## src/inc/scr_pkg.sv

```systemverilog
// package of offsets, field layouts, reset values and carrier types for the system register bank
// How it works
// - twelve read/write slot hold flags, reset zero
// - held slot keeps its result data
// - unheld slot takes each new result
// - pin 1 function field selects pin behaviour
// - two-bit slew setting for all pins
// - two-bit drive setting for all pins
// - pin 0 field uses same encoding
package scr_pkg;

    // ==========================================================
    // register map (word offsets on the host port)
    localparam logic [14:0] ADDR_PART_ID = 15'h0008;
    localparam logic [14:0] ADDR_PIN_CFG = 15'h0022;
    localparam logic [14:0] ADDR_HOLD = 15'h002e;

    // ==========================================================
    // field positions
    localparam int SLEW_LSB = 14;
    localparam int DRIVE_LSB = 12;
    localparam int PIN1_LSB = 3;
    localparam int PIN0_LSB = 0;
    localparam int VERSION_LSB = 8;
    localparam int SLOT_COUNT = 12;

    // ==========================================================
    // reset values
    localparam logic [1:0] SLEW_RESET = 2'h0;
    localparam logic [1:0] DRIVE_RESET = 2'h0;
    localparam logic [2:0] PIN_FUNC_RESET = 3'h0;
    localparam logic [11:0] HOLD_RESET = 12'h000;

    // ==========================================================
    // pin function codes
    localparam logic [2:0] PF_OFF = 3'h0;
    localparam logic [2:0] PF_INPUT = 3'h1;
    localparam logic [2:0] PF_OUT = 3'h2;
    localparam logic [2:0] PF_OUT_INV = 3'h3;
    localparam logic [2:0] PF_PD = 3'h4;
    localparam logic [2:0] PF_PD_INV = 3'h5;
    localparam logic [2:0] PF_PU = 3'h6;
    localparam logic [2:0] PF_PU_INV = 3'h7;

    // one new conversion result for a slot
    typedef struct packed {
        logic valid;
        logic [3:0] slot;
        logic [31:0] data;
    } scr_result_t;

    // electrical controls of one pin
    typedef struct packed {
        logic oe_n;
        logic out;
        logic pull_up;
        logic pull_down;
        logic ibuf_en;
    } scr_pin_ctl_t;

    // pin controls while reset: not driven, no pull, input buffer off
    localparam scr_pin_ctl_t PIN_CTL_RESET =
        '{oe_n: 1'b1, out: 1'b0, pull_up: 1'b0, pull_down: 1'b0, ibuf_en: 1'b0};

endpackage

```

## src/rtl/scr_regs.sv

```systemverilog
// system register bank: identification, slot hold flags and pin configuration
`timescale 1ns/1ps
`default_nettype none
module scr_regs #(
    parameter logic [7:0] PART_CODE = 8'h5a,   // arbitrary value
    parameter logic [7:0] MASK_VERSION = 8'h00, // arbitrary value
    parameter int DATA_W = 32
) (
    // clock and reset
    input wire logic CLK,
    input wire logic SYS_RST,
    // register port behind the serial host port
    input wire logic [14:0] REG_ADDR,
    input wire logic REG_WR,
    input wire logic REG_RD,
    input wire logic [15:0] REG_WDATA,
    output logic [15:0] REG_RDATA,
    // conversion results and slot result registers
    input wire scr_pkg::scr_result_t RESULT_IN,
    output logic [scr_pkg::SLOT_COUNT*DATA_W-1:0] SLOT_DATA,
    output logic [scr_pkg::SLOT_COUNT-1:0] HOLD_FLAGS,
    // pins
    input wire logic [1:0] GPIO_IN,
    input wire logic [1:0] GPIO_SRC,
    output scr_pkg::scr_pin_ctl_t [1:0] GPIO_CTL,
    output logic [1:0] GPIO_RX,
    output logic [1:0] GPIO_SLEW,
    output logic [1:0] GPIO_DRIVE
);

    // ==========================================================
    // register storage
    logic [1:0] slew;
    logic [1:0] drive;
    logic [2:0] pin_func [2];
    logic [11:0] hold;
    logic [DATA_W-1:0] slot_res [scr_pkg::SLOT_COUNT];

    wire hit_id = (REG_ADDR == scr_pkg::ADDR_PART_ID);
    wire hit_cfg = (REG_ADDR == scr_pkg::ADDR_PIN_CFG);
    wire hit_hold = (REG_ADDR == scr_pkg::ADDR_HOLD);
    wire wr_cfg = REG_WR && hit_cfg;
    wire wr_hold = REG_WR && hit_hold;
    // slots 12 to 15 do not exist, so a result aimed there is dropped
    wire res_in_range = RESULT_IN.valid && (RESULT_IN.slot < 4'(scr_pkg::SLOT_COUNT));
    wire res_take = res_in_range && !hold[RESULT_IN.slot];
    wire [15:0] cfg_word = {slew, drive, 6'h00, pin_func[1], pin_func[0]};
    wire [15:0] id_word = {MASK_VERSION, PART_CODE};
    wire [15:0] next_rdata = hit_id ? id_word :
                             hit_cfg ? cfg_word :
                             hit_hold ? {4'h0, hold} : 16'h0000;

    // the id register has no write path at all, so writes to it fall away
    always_ff @(posedge CLK) begin
        if (SYS_RST) begin
            REG_RDATA <= 16'h0000;
        end else if (REG_RD) begin
            REG_RDATA <= next_rdata;
        end
    end

    always_ff @(posedge CLK) begin
        if (SYS_RST) begin
            hold <= scr_pkg::HOLD_RESET;
        end else if (wr_hold) begin
            hold <= REG_WDATA[11:0];
        end
    end

    always_ff @(posedge CLK) begin
        if (SYS_RST) begin
            slew <= scr_pkg::SLEW_RESET;
            drive <= scr_pkg::DRIVE_RESET;
            pin_func[1] <= scr_pkg::PIN_FUNC_RESET;
            pin_func[0] <= scr_pkg::PIN_FUNC_RESET;
        end else if (wr_cfg) begin
            slew <= REG_WDATA[scr_pkg::SLEW_LSB +: 2];
            drive <= REG_WDATA[scr_pkg::DRIVE_LSB +: 2];
            pin_func[1] <= REG_WDATA[scr_pkg::PIN1_LSB +: 3];
            pin_func[0] <= REG_WDATA[scr_pkg::PIN0_LSB +: 3];
        end
    end

    // ==========================================================
    // slot result registers
    // a result that lands in the same cycle as the hold write sees the old flag
    always_ff @(posedge CLK) begin
        if (SYS_RST) begin
            for (int i = 0; i < scr_pkg::SLOT_COUNT; i++) begin
                slot_res[i] <= '0;
            end
        end else if (res_take) begin
            slot_res[RESULT_IN.slot] <= RESULT_IN.data;
        end
    end

    always_comb begin
        for (int i = 0; i < scr_pkg::SLOT_COUNT; i++) begin
            SLOT_DATA[i*DATA_W +: DATA_W] = slot_res[i];
        end
    end
    assign HOLD_FLAGS = hold;

    // ==========================================================
    // pin function decode
    function automatic scr_pkg::scr_pin_ctl_t pin_ctl(input logic [2:0] f, input logic src);
        scr_pkg::scr_pin_ctl_t c;
        c = '{oe_n: 1'b1, out: 1'b0, pull_up: 1'b0, pull_down: 1'b0, ibuf_en: 1'b0};
        case (f)
            scr_pkg::PF_OFF: c.ibuf_en = 1'b0;
            scr_pkg::PF_INPUT: c.ibuf_en = 1'b1;
            scr_pkg::PF_OUT: begin
                c.oe_n = 1'b0;
                c.out = src;
            end
            scr_pkg::PF_OUT_INV: begin
                c.oe_n = 1'b0;
                c.out = !src;
            end
            scr_pkg::PF_PD, scr_pkg::PF_PD_INV: begin
                c.pull_down = 1'b1;
                c.ibuf_en = 1'b1;
            end
            default: begin
                c.pull_up = 1'b1;
                c.ibuf_en = 1'b1;
            end
        endcase
        return c;
    endfunction

    // inverted pull modes flip the level seen by the core; disabled pins read zero
    function automatic logic pin_rx(input logic [2:0] f, input logic pin);
        logic inv;
        inv = (f == scr_pkg::PF_PD_INV) || (f == scr_pkg::PF_PU_INV);
        return (f == scr_pkg::PF_OFF) ? 1'b0 : (pin ^ inv);
    endfunction

    scr_pkg::scr_pin_ctl_t next_ctl [2];
    logic [1:0] next_rx;
    assign next_ctl[0] = pin_ctl(pin_func[0], GPIO_SRC[0]);
    assign next_ctl[1] = pin_ctl(pin_func[1], GPIO_SRC[1]);
    assign next_rx[0] = pin_rx(pin_func[0], GPIO_IN[0]);
    assign next_rx[1] = pin_rx(pin_func[1], GPIO_IN[1]);

    always_ff @(posedge CLK) begin
        if (SYS_RST) begin
            GPIO_CTL <= {2{scr_pkg::PIN_CTL_RESET}};
            GPIO_RX <= 2'h0;
        end else begin
            GPIO_CTL[0] <= next_ctl[0];
            GPIO_CTL[1] <= next_ctl[1];
            GPIO_RX <= next_rx;
        end
    end
    assign GPIO_SLEW = slew;
    assign GPIO_DRIVE = drive;
endmodule
`default_nettype wire

```

## config.mk

```make
export PLATFORM = sky130hd
export DESIGN_NAME = scr_regs
export DESIGN_NICKNAME = d
export VERILOG_FILES = /design/src/inc/scr_pkg.sv /design/src/rtl/scr_regs.sv
export SDC_FILE = /design/constraint.sdc
export NUM_CORES = 1
export LEC_CHECK = 0
export ABC_AREA = 1
export BUFFER_PORTS_ARGS = -buffer_cell sky130_fd_sc_hd__buf_4
export CORE_AREA = 4 4 193 195
export CTS_CLUSTER_SIZE = 10
export DETAILED_ROUTE_END_ITERATION = 8
export DIE_AREA = 0 0 197 199
export GPL_ROUTABILITY_DRIVEN = 0
export GPL_TIMING_DRIVEN = 1
export PLACE_DENSITY = 0.73
export RECOVER_POWER = 25
export SYNTH_ARGS = -nofsm -noshare
export SYNTH_HDL_FRONTEND = slang
export SYNTH_SLANG_ARGS = --single-unit
```

## constraint.sdc

```tcl
create_clock -name CLK -period 6.9 [get_ports CLK]
set_input_delay 0.345 -clock CLK [delete_from_list [all_inputs] [get_ports CLK]]
set_output_delay 0.345 -clock CLK [all_outputs]
set_load 0.05 [all_outputs]
```

==> results of run 1 <==
-- per-stage QoR --
| step | instance area (um^2) | total power, uW | utilization (%) | std cells | hold slack, ns |
|---|---|---|---|---|---|
| 2_1_floorplan | 16260 | 3697 | - | 1193 | 0.4663 |
| 3_3_place_gp | 20060 | 4040 | 56.68 | 2074 | 0.4642 |
| 3_5_place_dp | 20060 | 4046 | 56.68 | 2074 | 0.4630 |
| 4_1_cts | 21430 | 6314 | 60.54 | 2140 | 0.007795 |
| 5_1_grt | 20420 | 6384 | 57.70 | 2140 | 0.01809 |
| 6_report | 20420 | 6221 | 57.70 | 2140 | 0.02034 |
-- final timing paths --
kind / start / endpoint / slack [ns] / cells past startpoint
setup / recovery: HOLD_FLAGS[0] / slot_res[10][5] / 3.26 / 7
setup reg to reg: HOLD_FLAGS[0] / slot_res[10][5] / 3.26 / 7
hold reg to reg: REG_RDATA[13] / REG_RDATA[13] / 0.48 / 2
hold / removal: GPIO_SRC[0] / GPIO_CTL[3] / 0.02 / 3
-- per-layer routing --
metal / global-route usage, % / vias up
li1: - / 4913
met1: 32.80 / 5327
met4: 7.935 / 0
met5: 0 / -
met3: 5.759 / 85
met2: 41.35 / 682
-- power groups by stage --
| stage | logic [uW] | registers (uW) | clock network [uW] |
|---|---|---|---|
| 3_3_place_gp | 928 | 3110 | 0 |
| 5_1_grt | 879 | 3070 | 2440 |
| 4_1_cts | 934 | 3060 | 2320 |
| 3_5_place_dp | 934 | 3110 | 0 |
| 2_1_floorplan | 110 | 3590 | 0 |
| 6_report | 853 | 3060 | 2310 |
-- synthesized netlist by cell type, drive strengths merged --
library cell and instances:
clkbuf 40, edfxtp 390, dfxtp 44, inv 62, nand3 49, clkinv 3
a21oi 24, o31ai 2, o21ai 17, or2 2, buf 44, nand4 3
nand2 66, nor2 436, xnor2 2, nor3 9
-- cells in the final DEF, fill, tap and decap left out --
| cell | count |
|---|---|
| nand2_1 | 54 |
| clkinv_1 | 4 |
| nand3_2 | 2 |
| clkbuf_4 | 2 |
| inv_1 | 61 |
| nand3_1 | 37 |
| inv_16 | 1 |
| inv_6 | 1 |
| xnor2_1 | 2 |
| nand3_4 | 10 |
| nor3_1 | 9 |
| nand4_1 | 3 |
| nor2_1 | 344 |
| edfxtp_1 | 390 |
| nand2_2 | 12 |
| a21oi_1 | 23 |
| a21oi_4 | 1 |
| dfxtp_1 | 44 |
| inv_4 | 1 |
| inv_2 | 1 |
| clkbuf_8 | 1 |
| o21ai_0 | 17 |
| buf_4 | 238 |
| clkbuf_16 | 51 |
| nor2_2 | 92 |
| or2_2 | 2 |
| clkinv_2 | 1 |
| o31ai_1 | 2 |
| clkbuf_1 | 273 |
-- cell families after synthesis --
kind of cell / Yosys count / synth area share, %
AOI/OAI and AO/OA: 43 / 1.424
xor gates and xnor gates: 2 / 0.1078
buffers and inverters: 149 / 5.157
DFF: 434 / 77.46
and+or+nand+nor: 565 / 15.85
-- area by class of cell --
| class | count | area [um^2] |
|---|---|---|
| clock buffer | 61 | 1324 |
| clock inverter | 5 | 43.79 |
| fill | 3033 | 14970 |
| inverter | 65 | 244.0 |
| multi-input combinational | 610 | 2850 |
| sequential | 434 | 12590 |
| tap | 461 | 576.8 |
| timing repair buffer | 504 | 2793 |
-- registers in the layout (all words and copies together) (netlist names) --
register    count
pin_func        6
REG_RDATA      16
slot_res      384
GPIO_DRIVE      2
HOLD_FLAGS     12
GPIO_SLEW       2
GPIO_CTL       10
GPIO_RX         2
-- worst max-delay path: stages, from the launching register on --
cell and delay, ns:
dfxtp_1 0.35, nand3_1 0.10, nand4_1 0.11, nand2_1 0.07
nand2_1 0.05, inv_1 0.64, nand3_2 0.87, nand2_2 1.03
==> run_results.csv, run 1 <==
group,metric,value,unit
detailed_routing,drt-initial-drc-count,1057,
power,p_leak,0.007753,uW
synth,synth_top_area_cell,"edfxtp_1",
power,power_frac_comb,13.7,%
power,power_density,304.6,mW/mm^2
clock_tree,cts_buffers,50,
synth,yosysWarnings,0,
detailed_routing,dr_total_vias,11007,
synth,ys_types,25,
power,power_frac_seq,49.2,%
worst_setup_path,crit_fanout,33,
power,swShare,28.14,%
place,io_buffers,503,
worst_setup_path,end_kind,"register",
sta,fin_crit_sh,52.82,%
clock_tree,clock-sinks,434,
worst_setup_path,crit_type,"reg -> reg",
worst_setup_path,startpoint_type,"register",
floorplanning,core,0.03540,mm^2
clock_tree,clockBufferDepth,3,
detailed_routing,firstDrtPassIters,6,
clock_tree,ctsHoldBuffers,0,
floorplanning,num_rows,69,
global_routing,grt_pass1_wl,71.40,mm
power,p_clk_share,37.1,%
synth,postSynthCellCount,1193,
finish,n_antenna_cell,0,
detailed_routing,ant_nets,0,
detailed_routing,wl_met1,19.29,mm
synth,syn_nets,1269,
sta,relSlewSlack,33.63,%
hold_path,hold_class,"in -> reg",
detailed_routing,wl_per_cell,23.81,um
synth,syn_area_per_cell,13.63,um^2
clock_tree,cts_tree,"done",
floorplanning,die-area,0.03920,mm^2
finish,layout.nets,1741,
power,ir_worst_vdd,210.0,uV
worst_setup_path,worstPathRequired,7.08,ns
clock_tree,postCtsSetupRepairBufs,0,
power,p_sw,1751,uW
floorplanning,die_h,199,um
global_routing,first_global_vias,10694,
sta,slew_violations,0,
sta,rsz0062_at_grt,"false",
finish,drive_above_1_share,24.78,%
flow_run,max-cap-violations,0,
detailed_routing,wirelength,50.94,mm
sta,finalCriticalPeriod,3.644,ns
detailed_routing,wl_met2,25.06,mm
detailed_routing,drc,0,
synth,synth_top_area_share,72.04,%
sta,max_freq,274.4,MHz
clock_tree,cts_root_buffer,"clkbuf_16",
synth,ys_seq_area_share,77.46,%
sta,setup_viol,0,
run_status,status,"finished, final reports clean",
global_routing,grt_usage,24.87,%
detailed_routing,wl_met3,5.052,mm
sta,worst_pin_slew,0.9921,ns
clock_tree,clk_pin_slew,0.06,ns
detailed_routing,top_layer,"met4",
sta,skew,0.01435,ns
synth,synth_seq_cells,434,
place,detailed_place_hpwl,35.18,mm
global_routing,grt_max_degree,37,
clock_tree,insertion_delay,0.56,ns
synth,synthTopCellsByArea,"edfxtp_1 (72%), nor2_1 (7.9%), dfxtp_1 (5.4%)",
sta,hold_violations,0,
global_routing,antenna_found_initial,0,
synth,netlist_area,0.01626,mm^2
sta,worst_slack,3.256,ns
finish,syn_to_final_growth,25.64,%
detailed_routing,vias_per_cell,5.143,
power,p_int,4471,uW
floorplanning,initial_core_util,45.92,%
floorplanning,fp.dieW,197,um
place,place_ws,2.794,ns
floorplanning,io_pins,504,
global_routing,grt-ovfl-total,0,
sta,timing.setup.tns,0,ns
clock_tree,h-tree-depth,2,
clock_tree,cts-resized-gates,0,
worst_setup_path,worst_ep_arrival_time,3.82,ns
No activity file was read; power rests on OpenSTA's default activity.
==> inputs of run 2 (changes only) <==
CORE_AREA = default   (was 4 4 193 195)
CORE_MARGIN = 4   (was default)
CORE_UTILIZATION = 46   (was default)
DIE_AREA = default   (was 0 0 197 199)
PLACE_DENSITY = 0.76   (was 0.73)
clock period = 2.99 ns   (was 6.9 ns; I/O delays follow)
==> run 2 against run 1 <==
Effect of this change: sequential power increased by 130%; clock power increased by 120%; clock-buffer cell count fell by 2; critical path type is now in -> reg; highest routed layer unchanged.
==> run_results.csv, run 2 (synthesized netlist as in run 1, its figures left out) <==
group,metric,value,unit
clock_tree,clockBufferDepth,3,
clock_tree,clock-sinks,434,
power,p_leak,0.007902,uW
power,ir_worst_vdd,502.8,uV
clock_tree,clk_pin_slew,0.06,ns
sta,relSlewSlack,42.54,%
worst_setup_path,startpoint_type,"input pin",
power,p_total,14230,uW
floorplanning,num_rows,68,
global_routing,grt_usage,26.41,%
finish,drive_above_1_share,24.20,%
sta,fin_crit_sh,73.12,%
finish,fillers,2873,
sta,rsz0062_at_grt,"false",
sta,setup_viol,0,
worst_setup_path,crit_chain,"dlygate4sd3_1 > clkbuf_1 > inv_1 > nand2_1 > a21oi_1 > dlygate4sd3_1",
global_routing,grt_max_degree,36,
finish,syn_to_final_growth,28.27,%
detailed_routing,firstDrtPassIters,5,
finish,largest_register,"slot_res",
global_routing,antenna_found_initial,0,
finish,n_antenna_cell,0,
detailed_routing,wl_per_cell,24.02,um
finish,layout.nets,1792,
worst_setup_path,worst_ep_arrival_time,2.62,ns
sta,hold_violations,0,
worst_setup_path,cp_common_cell,"dlygate4sd3_1",
place,io_buffers,503,
detailed_routing,vias_per_cell,5.188,
finish,final_cell_mix,"edfxtp_1 (390), nor2_1 (342), clkbuf_1 (300)",
worst_setup_path,crit_fanout,17,
clock_tree,insertion_delay,0.56,ns
sta,worst_pin_slew,0.8619,ns
worst_setup_path,worstPathRequired,3.42,ns
floorplanning,core,0.03471,mm^2
worst_setup_path,cpPeakStageDelay,0.65,ns
place,detailed_place_hpwl,35.63,mm
worst_setup_path,critPathBufInv,4,
clock_tree,cts_tree,"done",
floorplanning,fp.dieW,196.0,um
detailed_routing,ant_nets,0,
floorplanning,die_h,196.0,um
detailed_routing,drt-initial-drc-count,1043,
sta,skew,0.01634,ns
global_routing,first_global_vias,11318,
sta,max_freq,457.4,MHz
worst_setup_path,slowest_stage,"clkbuf_1",
worst_setup_path,cp_top_family,"buffers and inverters",
clock_tree,cts_buffers,49,
floorplanning,initial_core_util,46.83,%
flow_run,max-cap-violations,0,
worst_setup_path,end_kind,"register",
clock_tree,cts-resized-gates,0,
finish,mostFrequentLayoutCell,"edfxtp_1",
sta,timing.setup.tns,0,ns
floorplanning,io_pins,504,
clock_tree,cts_root_buffer,"clkbuf_16",
global_routing,grt_pass1_wl,74.89,mm
sta,finalCriticalPeriod,2.186,ns
detailed_routing,wirelength,52.42,mm
global_routing,grt-ovfl-total,0,
detailed_routing,drc,0,
run_status,status,"finished, final reports clean",
floorplanning,die-area,0.03841,mm^2
detailed_routing,dr_total_vias,11320,
clock_tree,h-tree-depth,2,
sta,slew_violations,0,
worst_setup_path,crit_type,"in -> reg",
hold_path,hold_class,"in -> reg",
power,power_density,682.5,mW/mm^2
finish,largest_reg_flops,384,
-- run 2: timing repair --
item                      CTS  global route
hold endpoints to repair   42             0
setup buffers               0             0
hold buffers               23             0
-- run 2: worst reg2reg max path, cell delays in order, from the launching register on --
cell,delay [ns]
dfxtp_1,0.34
nand3_1,0.08
nand4_1,0.17
a21oi_4,0.15
buf_4,0.32
nand3_2,0.15
nand2_2,0.30
buf_12,0.22
-- run 2: cell type report --
class | count | area, um^2 | area share, %
flip-flops and latches | 434 | 12590 | 60.39
repair buffers | 556 | 3252 | 15.60
multi-input cells | 610 | 2865 | 13.74
clock buffers | 59 | 1285 | 6.163
well taps | 455 | 569.3 | 2.730
inverters | 65 | 244.0 | 1.170
clock inverters | 3 | 43.79 | 0.2100
-- run 2: layer usage --
layer  global-route usage, %  share of wire, %  vias up
li1                        -                 -     5011
met1                   31.18                34     5435
met2                   45.63                50      762
met3                   6.835                11      112
met4                   11.90               4.7        0
met5                       0                 0        -
-- run 2: worst paths after layout --
check / startpoint / to / slack (ns) / cells after the start
max: REG_RD / REG_RDATA[12] / 0.80 / 6
min: REG_WR / GPIO_SLEW[0] / 0.07 / 3
max reg2reg: HOLD_FLAGS[11] / slot_res[10][1] / 0.93 / 7
min reg2reg: REG_RDATA[10] / REG_RDATA[10] / 0.47 / 2
-- run 2: power breakdown --
group	internal, uW	total, uW	switching [uW]
clock network	2990	5170	2180
registers	6920	7030	114
logic	348	2030	1690
-- run 2: per-stage QoR --
stage	instances	hold slack [ns]	utilization [%]	instance area, um^2	worst slack, ns
global route	2182	0.06465	60.07	20850	0.7482
detailed placement	2097	0.3942	58.72	20380	0.8228
floorplan	1193	0.2863	-	16260	0.4687
global placement	2097	0.3888	58.72	20380	0.8483
CTS	2182	0.03640	63.21	21940	0.9078
finish	2182	0.06752	60.07	20850	0.8038
==> inputs of run 3 (changes only) <==
CORE_AREA = 4 4 195 197   (was default)
CORE_MARGIN = default   (was 4)
CORE_UTILIZATION = default   (was 46)
DIE_AREA = 0 0 199 201   (was default)
PLACE_DENSITY = 0.71   (was 0.76)
clock period = 2.3 ns   (was 2.99 ns; I/O delays follow)
==> run 3 against run 2 <==
Effect of this change: sequential cell count unchanged; core utilization is 1.8 points lower; power up 32%; worst hold slack worse by 0.016 ns; critical path depth unchanged; wire length up 0.75%; highest routed layer unchanged; sequential share of layout area shrank 0.82 points; clock skew grew 0.010 ns; register-to-register slack got worse by 0.54 ns; clock-buffer cell count decreased by 1; worst setup slack got worse by 0.51 ns.
==> run_results.csv, run 3 (synthesized netlist as in run 1, its figures left out) <==
group,metric,value,unit
run_status,status,"finished, final reports clean",
flow_run,max-cap-violations,0,
worst_setup_path,critPathBufInv,4,
worst_setup_path,worstPathRequired,2.77,ns
clock_tree,postCtsSetupRepairBufs,0,
global_routing,grt_usage,25.65,%
sta,worst_pin_slew,0.9360,ns
finish,finalInstanceArea,0.02114,mm^2
sta,rsz0062_at_grt,"false",
detailed_routing,ant_nets,0,
worst_setup_path,crit_fanout,17,
clock_tree,cts_buffers,50,
global_routing,antenna_found_initial,0,
worst_setup_path,cpPeakStageDelay,0.65,ns
finish,syn_to_final_growth,30.03,%
clock_tree,h-tree-depth,2,
place,placed_area,0.02054,mm^2
floorplanning,fp.dieW,199,um
hold_path,hold_class,"in -> reg",
sta,setup_viol,0,
place,io_buffers,503,
global_routing,met1_usage,30.41,%
power,p_sw,5287,uW
detailed_routing,firstDrtPassIters,7,
power,p_int,13540,uW
global_routing,grt_pass1_wl,75.11,mm
finish,multi_input_area,0.002858,mm^2
sta,skew,0.02650,ns
finish,final_cell_mix,"edfxtp_1 (390), nor2_1 (343), clkbuf_1 (285)",
detailed_routing,drc,0,
power,p_clk_share,37.2,%
global_routing,grt_most_used_layer,"met2",
clock_tree,cts_root_buffer,"clkbuf_16",
clock_tree,clock-sinks,434,
floorplanning,io_pins,504,
power,power_density,890.8,mW/mm^2
finish,largest_register,"slot_res",
worst_setup_path,r2r_slack,0.39,ns
worst_setup_path,end_kind,"register",
floorplanning,num_rows,70,
power,swShare,28.08,%
sta,relSlewSlack,37.37,%
worst_setup_path,crit_chain,"dlygate4sd3_1 > clkbuf_1 > inv_1 > nand2_1 > a21oi_1 > dlygate4sd3_1",
global_routing,grt-ovfl-total,0,
power,ir_worst_vdd,721.9,uV
sta,slew_violations,0,
detailed_routing,dr_total_vias,11220,
detailed_routing,wl_per_cell,23.92,um
sta,fin_crit_sh,87.38,%
power,power_frac_seq,48.5,%
worst_setup_path,slowest_stage,"clkbuf_1",
finish,mostFrequentLayoutCell,"edfxtp_1",
floorplanning,core,0.03626,mm^2
sta,hold_violations,0,
clock_tree,cts-resized-gates,0,
sta,finalCriticalPeriod,2.010,ns
worst_setup_path,startpoint_type,"input pin",
finish,drive_above_1_share,25.29,%
worst_setup_path,cp_common_cell,"dlygate4sd3_1",
finish,n_antenna_cell,0,
worst_setup_path,cp_top_family,"buffers and inverters",
clock_tree,insertion_delay,0.59,ns
global_routing,met3_usage,7.754,%
finish,fillers,3066,
worst_setup_path,worst_ep_arrival_time,2.48,ns
sta,whs,0.05116,ns
global_routing,grt_use_met2,44.76,%
floorplanning,die_h,201,um
finish,layout.nets,1804,
power,p_leak,0.008068,uW
floorplanning,initial_core_util,44.83,%
clock_tree,clk_pin_slew,0.06,ns
detailed_routing,vias_per_cell,5.082,
clock_tree,cts_tree,"done",
clock_tree,ctsHoldBuffers,27,
finish,regArea,0.01259,mm^2
clock_tree,clockBufferDepth,3,
power,power_frac_comb,14.2,%
global_routing,first_global_vias,11444,
floorplanning,die-area,0.04000,mm^2
detailed_routing,wirelength,52.81,mm
sta,max_freq,497.6,MHz
finish,largest_reg_flops,384,
worst_setup_path,crit_type,"in -> reg",
place,detailed_place_hpwl,35.69,mm
detailed_routing,drt-initial-drc-count,1030,
global_routing,grt_max_degree,36,
## run 3: changes by cell type in the layout (fill, tap and decap cells not counted)
cell / change
bufinv_16: +1
nor2_4: -1
clkinv_16: -1
clkbuf_16: +1
buf_12: +7
clkbuf_4: +1
dlygate4sd3_1: +4
nor2_1: +1
clkinvlp_4: +1
clkinv_1: +1
inv_16: +1
buf_4: +12
clkbuf_1: -15
## run 3: layout make-up
type                    count  area share (%)
clock buffers              58           6.162
clock inverters             6          0.3552
inverters                  65           1.154
multi-input cells         610           13.52
flip-flops and latches    434           59.57
well taps                 468           2.770
repair buffers            567           16.47
## run 3: through the flow
stage | setup TNS [ns] | cells | setup WS, ns | util [%] | total power, uW
finish | 0 | 2208 | 0.2904 | 58.30 | 18830
floorplan | -7.916 | 1193 | -0.1237 | - | 11090
global placement | 0 | 2117 | 0.3913 | 56.65 | 12170
global route | 0 | 2208 | 0.1990 | 58.30 | 19400
CTS | 0 | 2208 | 0.4087 | 61.19 | 19180
detailed placement | 0 | 2117 | 0.3579 | 56.65 | 12200
## run 3: worst register-to-register path, stage by stage, from the launching register on
cell and delay, ns:
dfxtp_1 0.39, nand3_1 0.10, nand4_1 0.10, nand2_1 0.05
nand2_1 0.06, inv_1 0.06, buf_12 0.16, nand3_4 0.07
buf_4 0.52, nor2_1 0.11
## run 3: final timing paths
path                       from              end  cells after the start
setup / recovery         REG_RD     REG_RDATA[0]                      6
setup reg to reg  HOLD_FLAGS[5]  slot_res[5][31]                      9
hold / removal      REG_ADDR[0]     REG_RDATA[2]                      8
hold reg to reg   REG_RDATA[10]    REG_RDATA[10]                      2
## run 3: power groups by stage
stage	clock network, uW	registers (uW)	logic [uW]
6_report	7010	9140	2680
5_1_grt	7450	9170	2770
4_1_cts	7100	9150	2940
3_5_place_dp	0	9300	2900
3_3_place_gp	0	9290	2890
2_1_floorplan	0	10800	334
## run 3: metal layers
metal	routed length, um	share of wire (%)	up-vias
li1	-	-	5041
met1	19070	36	5442
met2	26660	50	648
met3	5561	11	89
met4	1516	2.9	0
met5	0	0	-
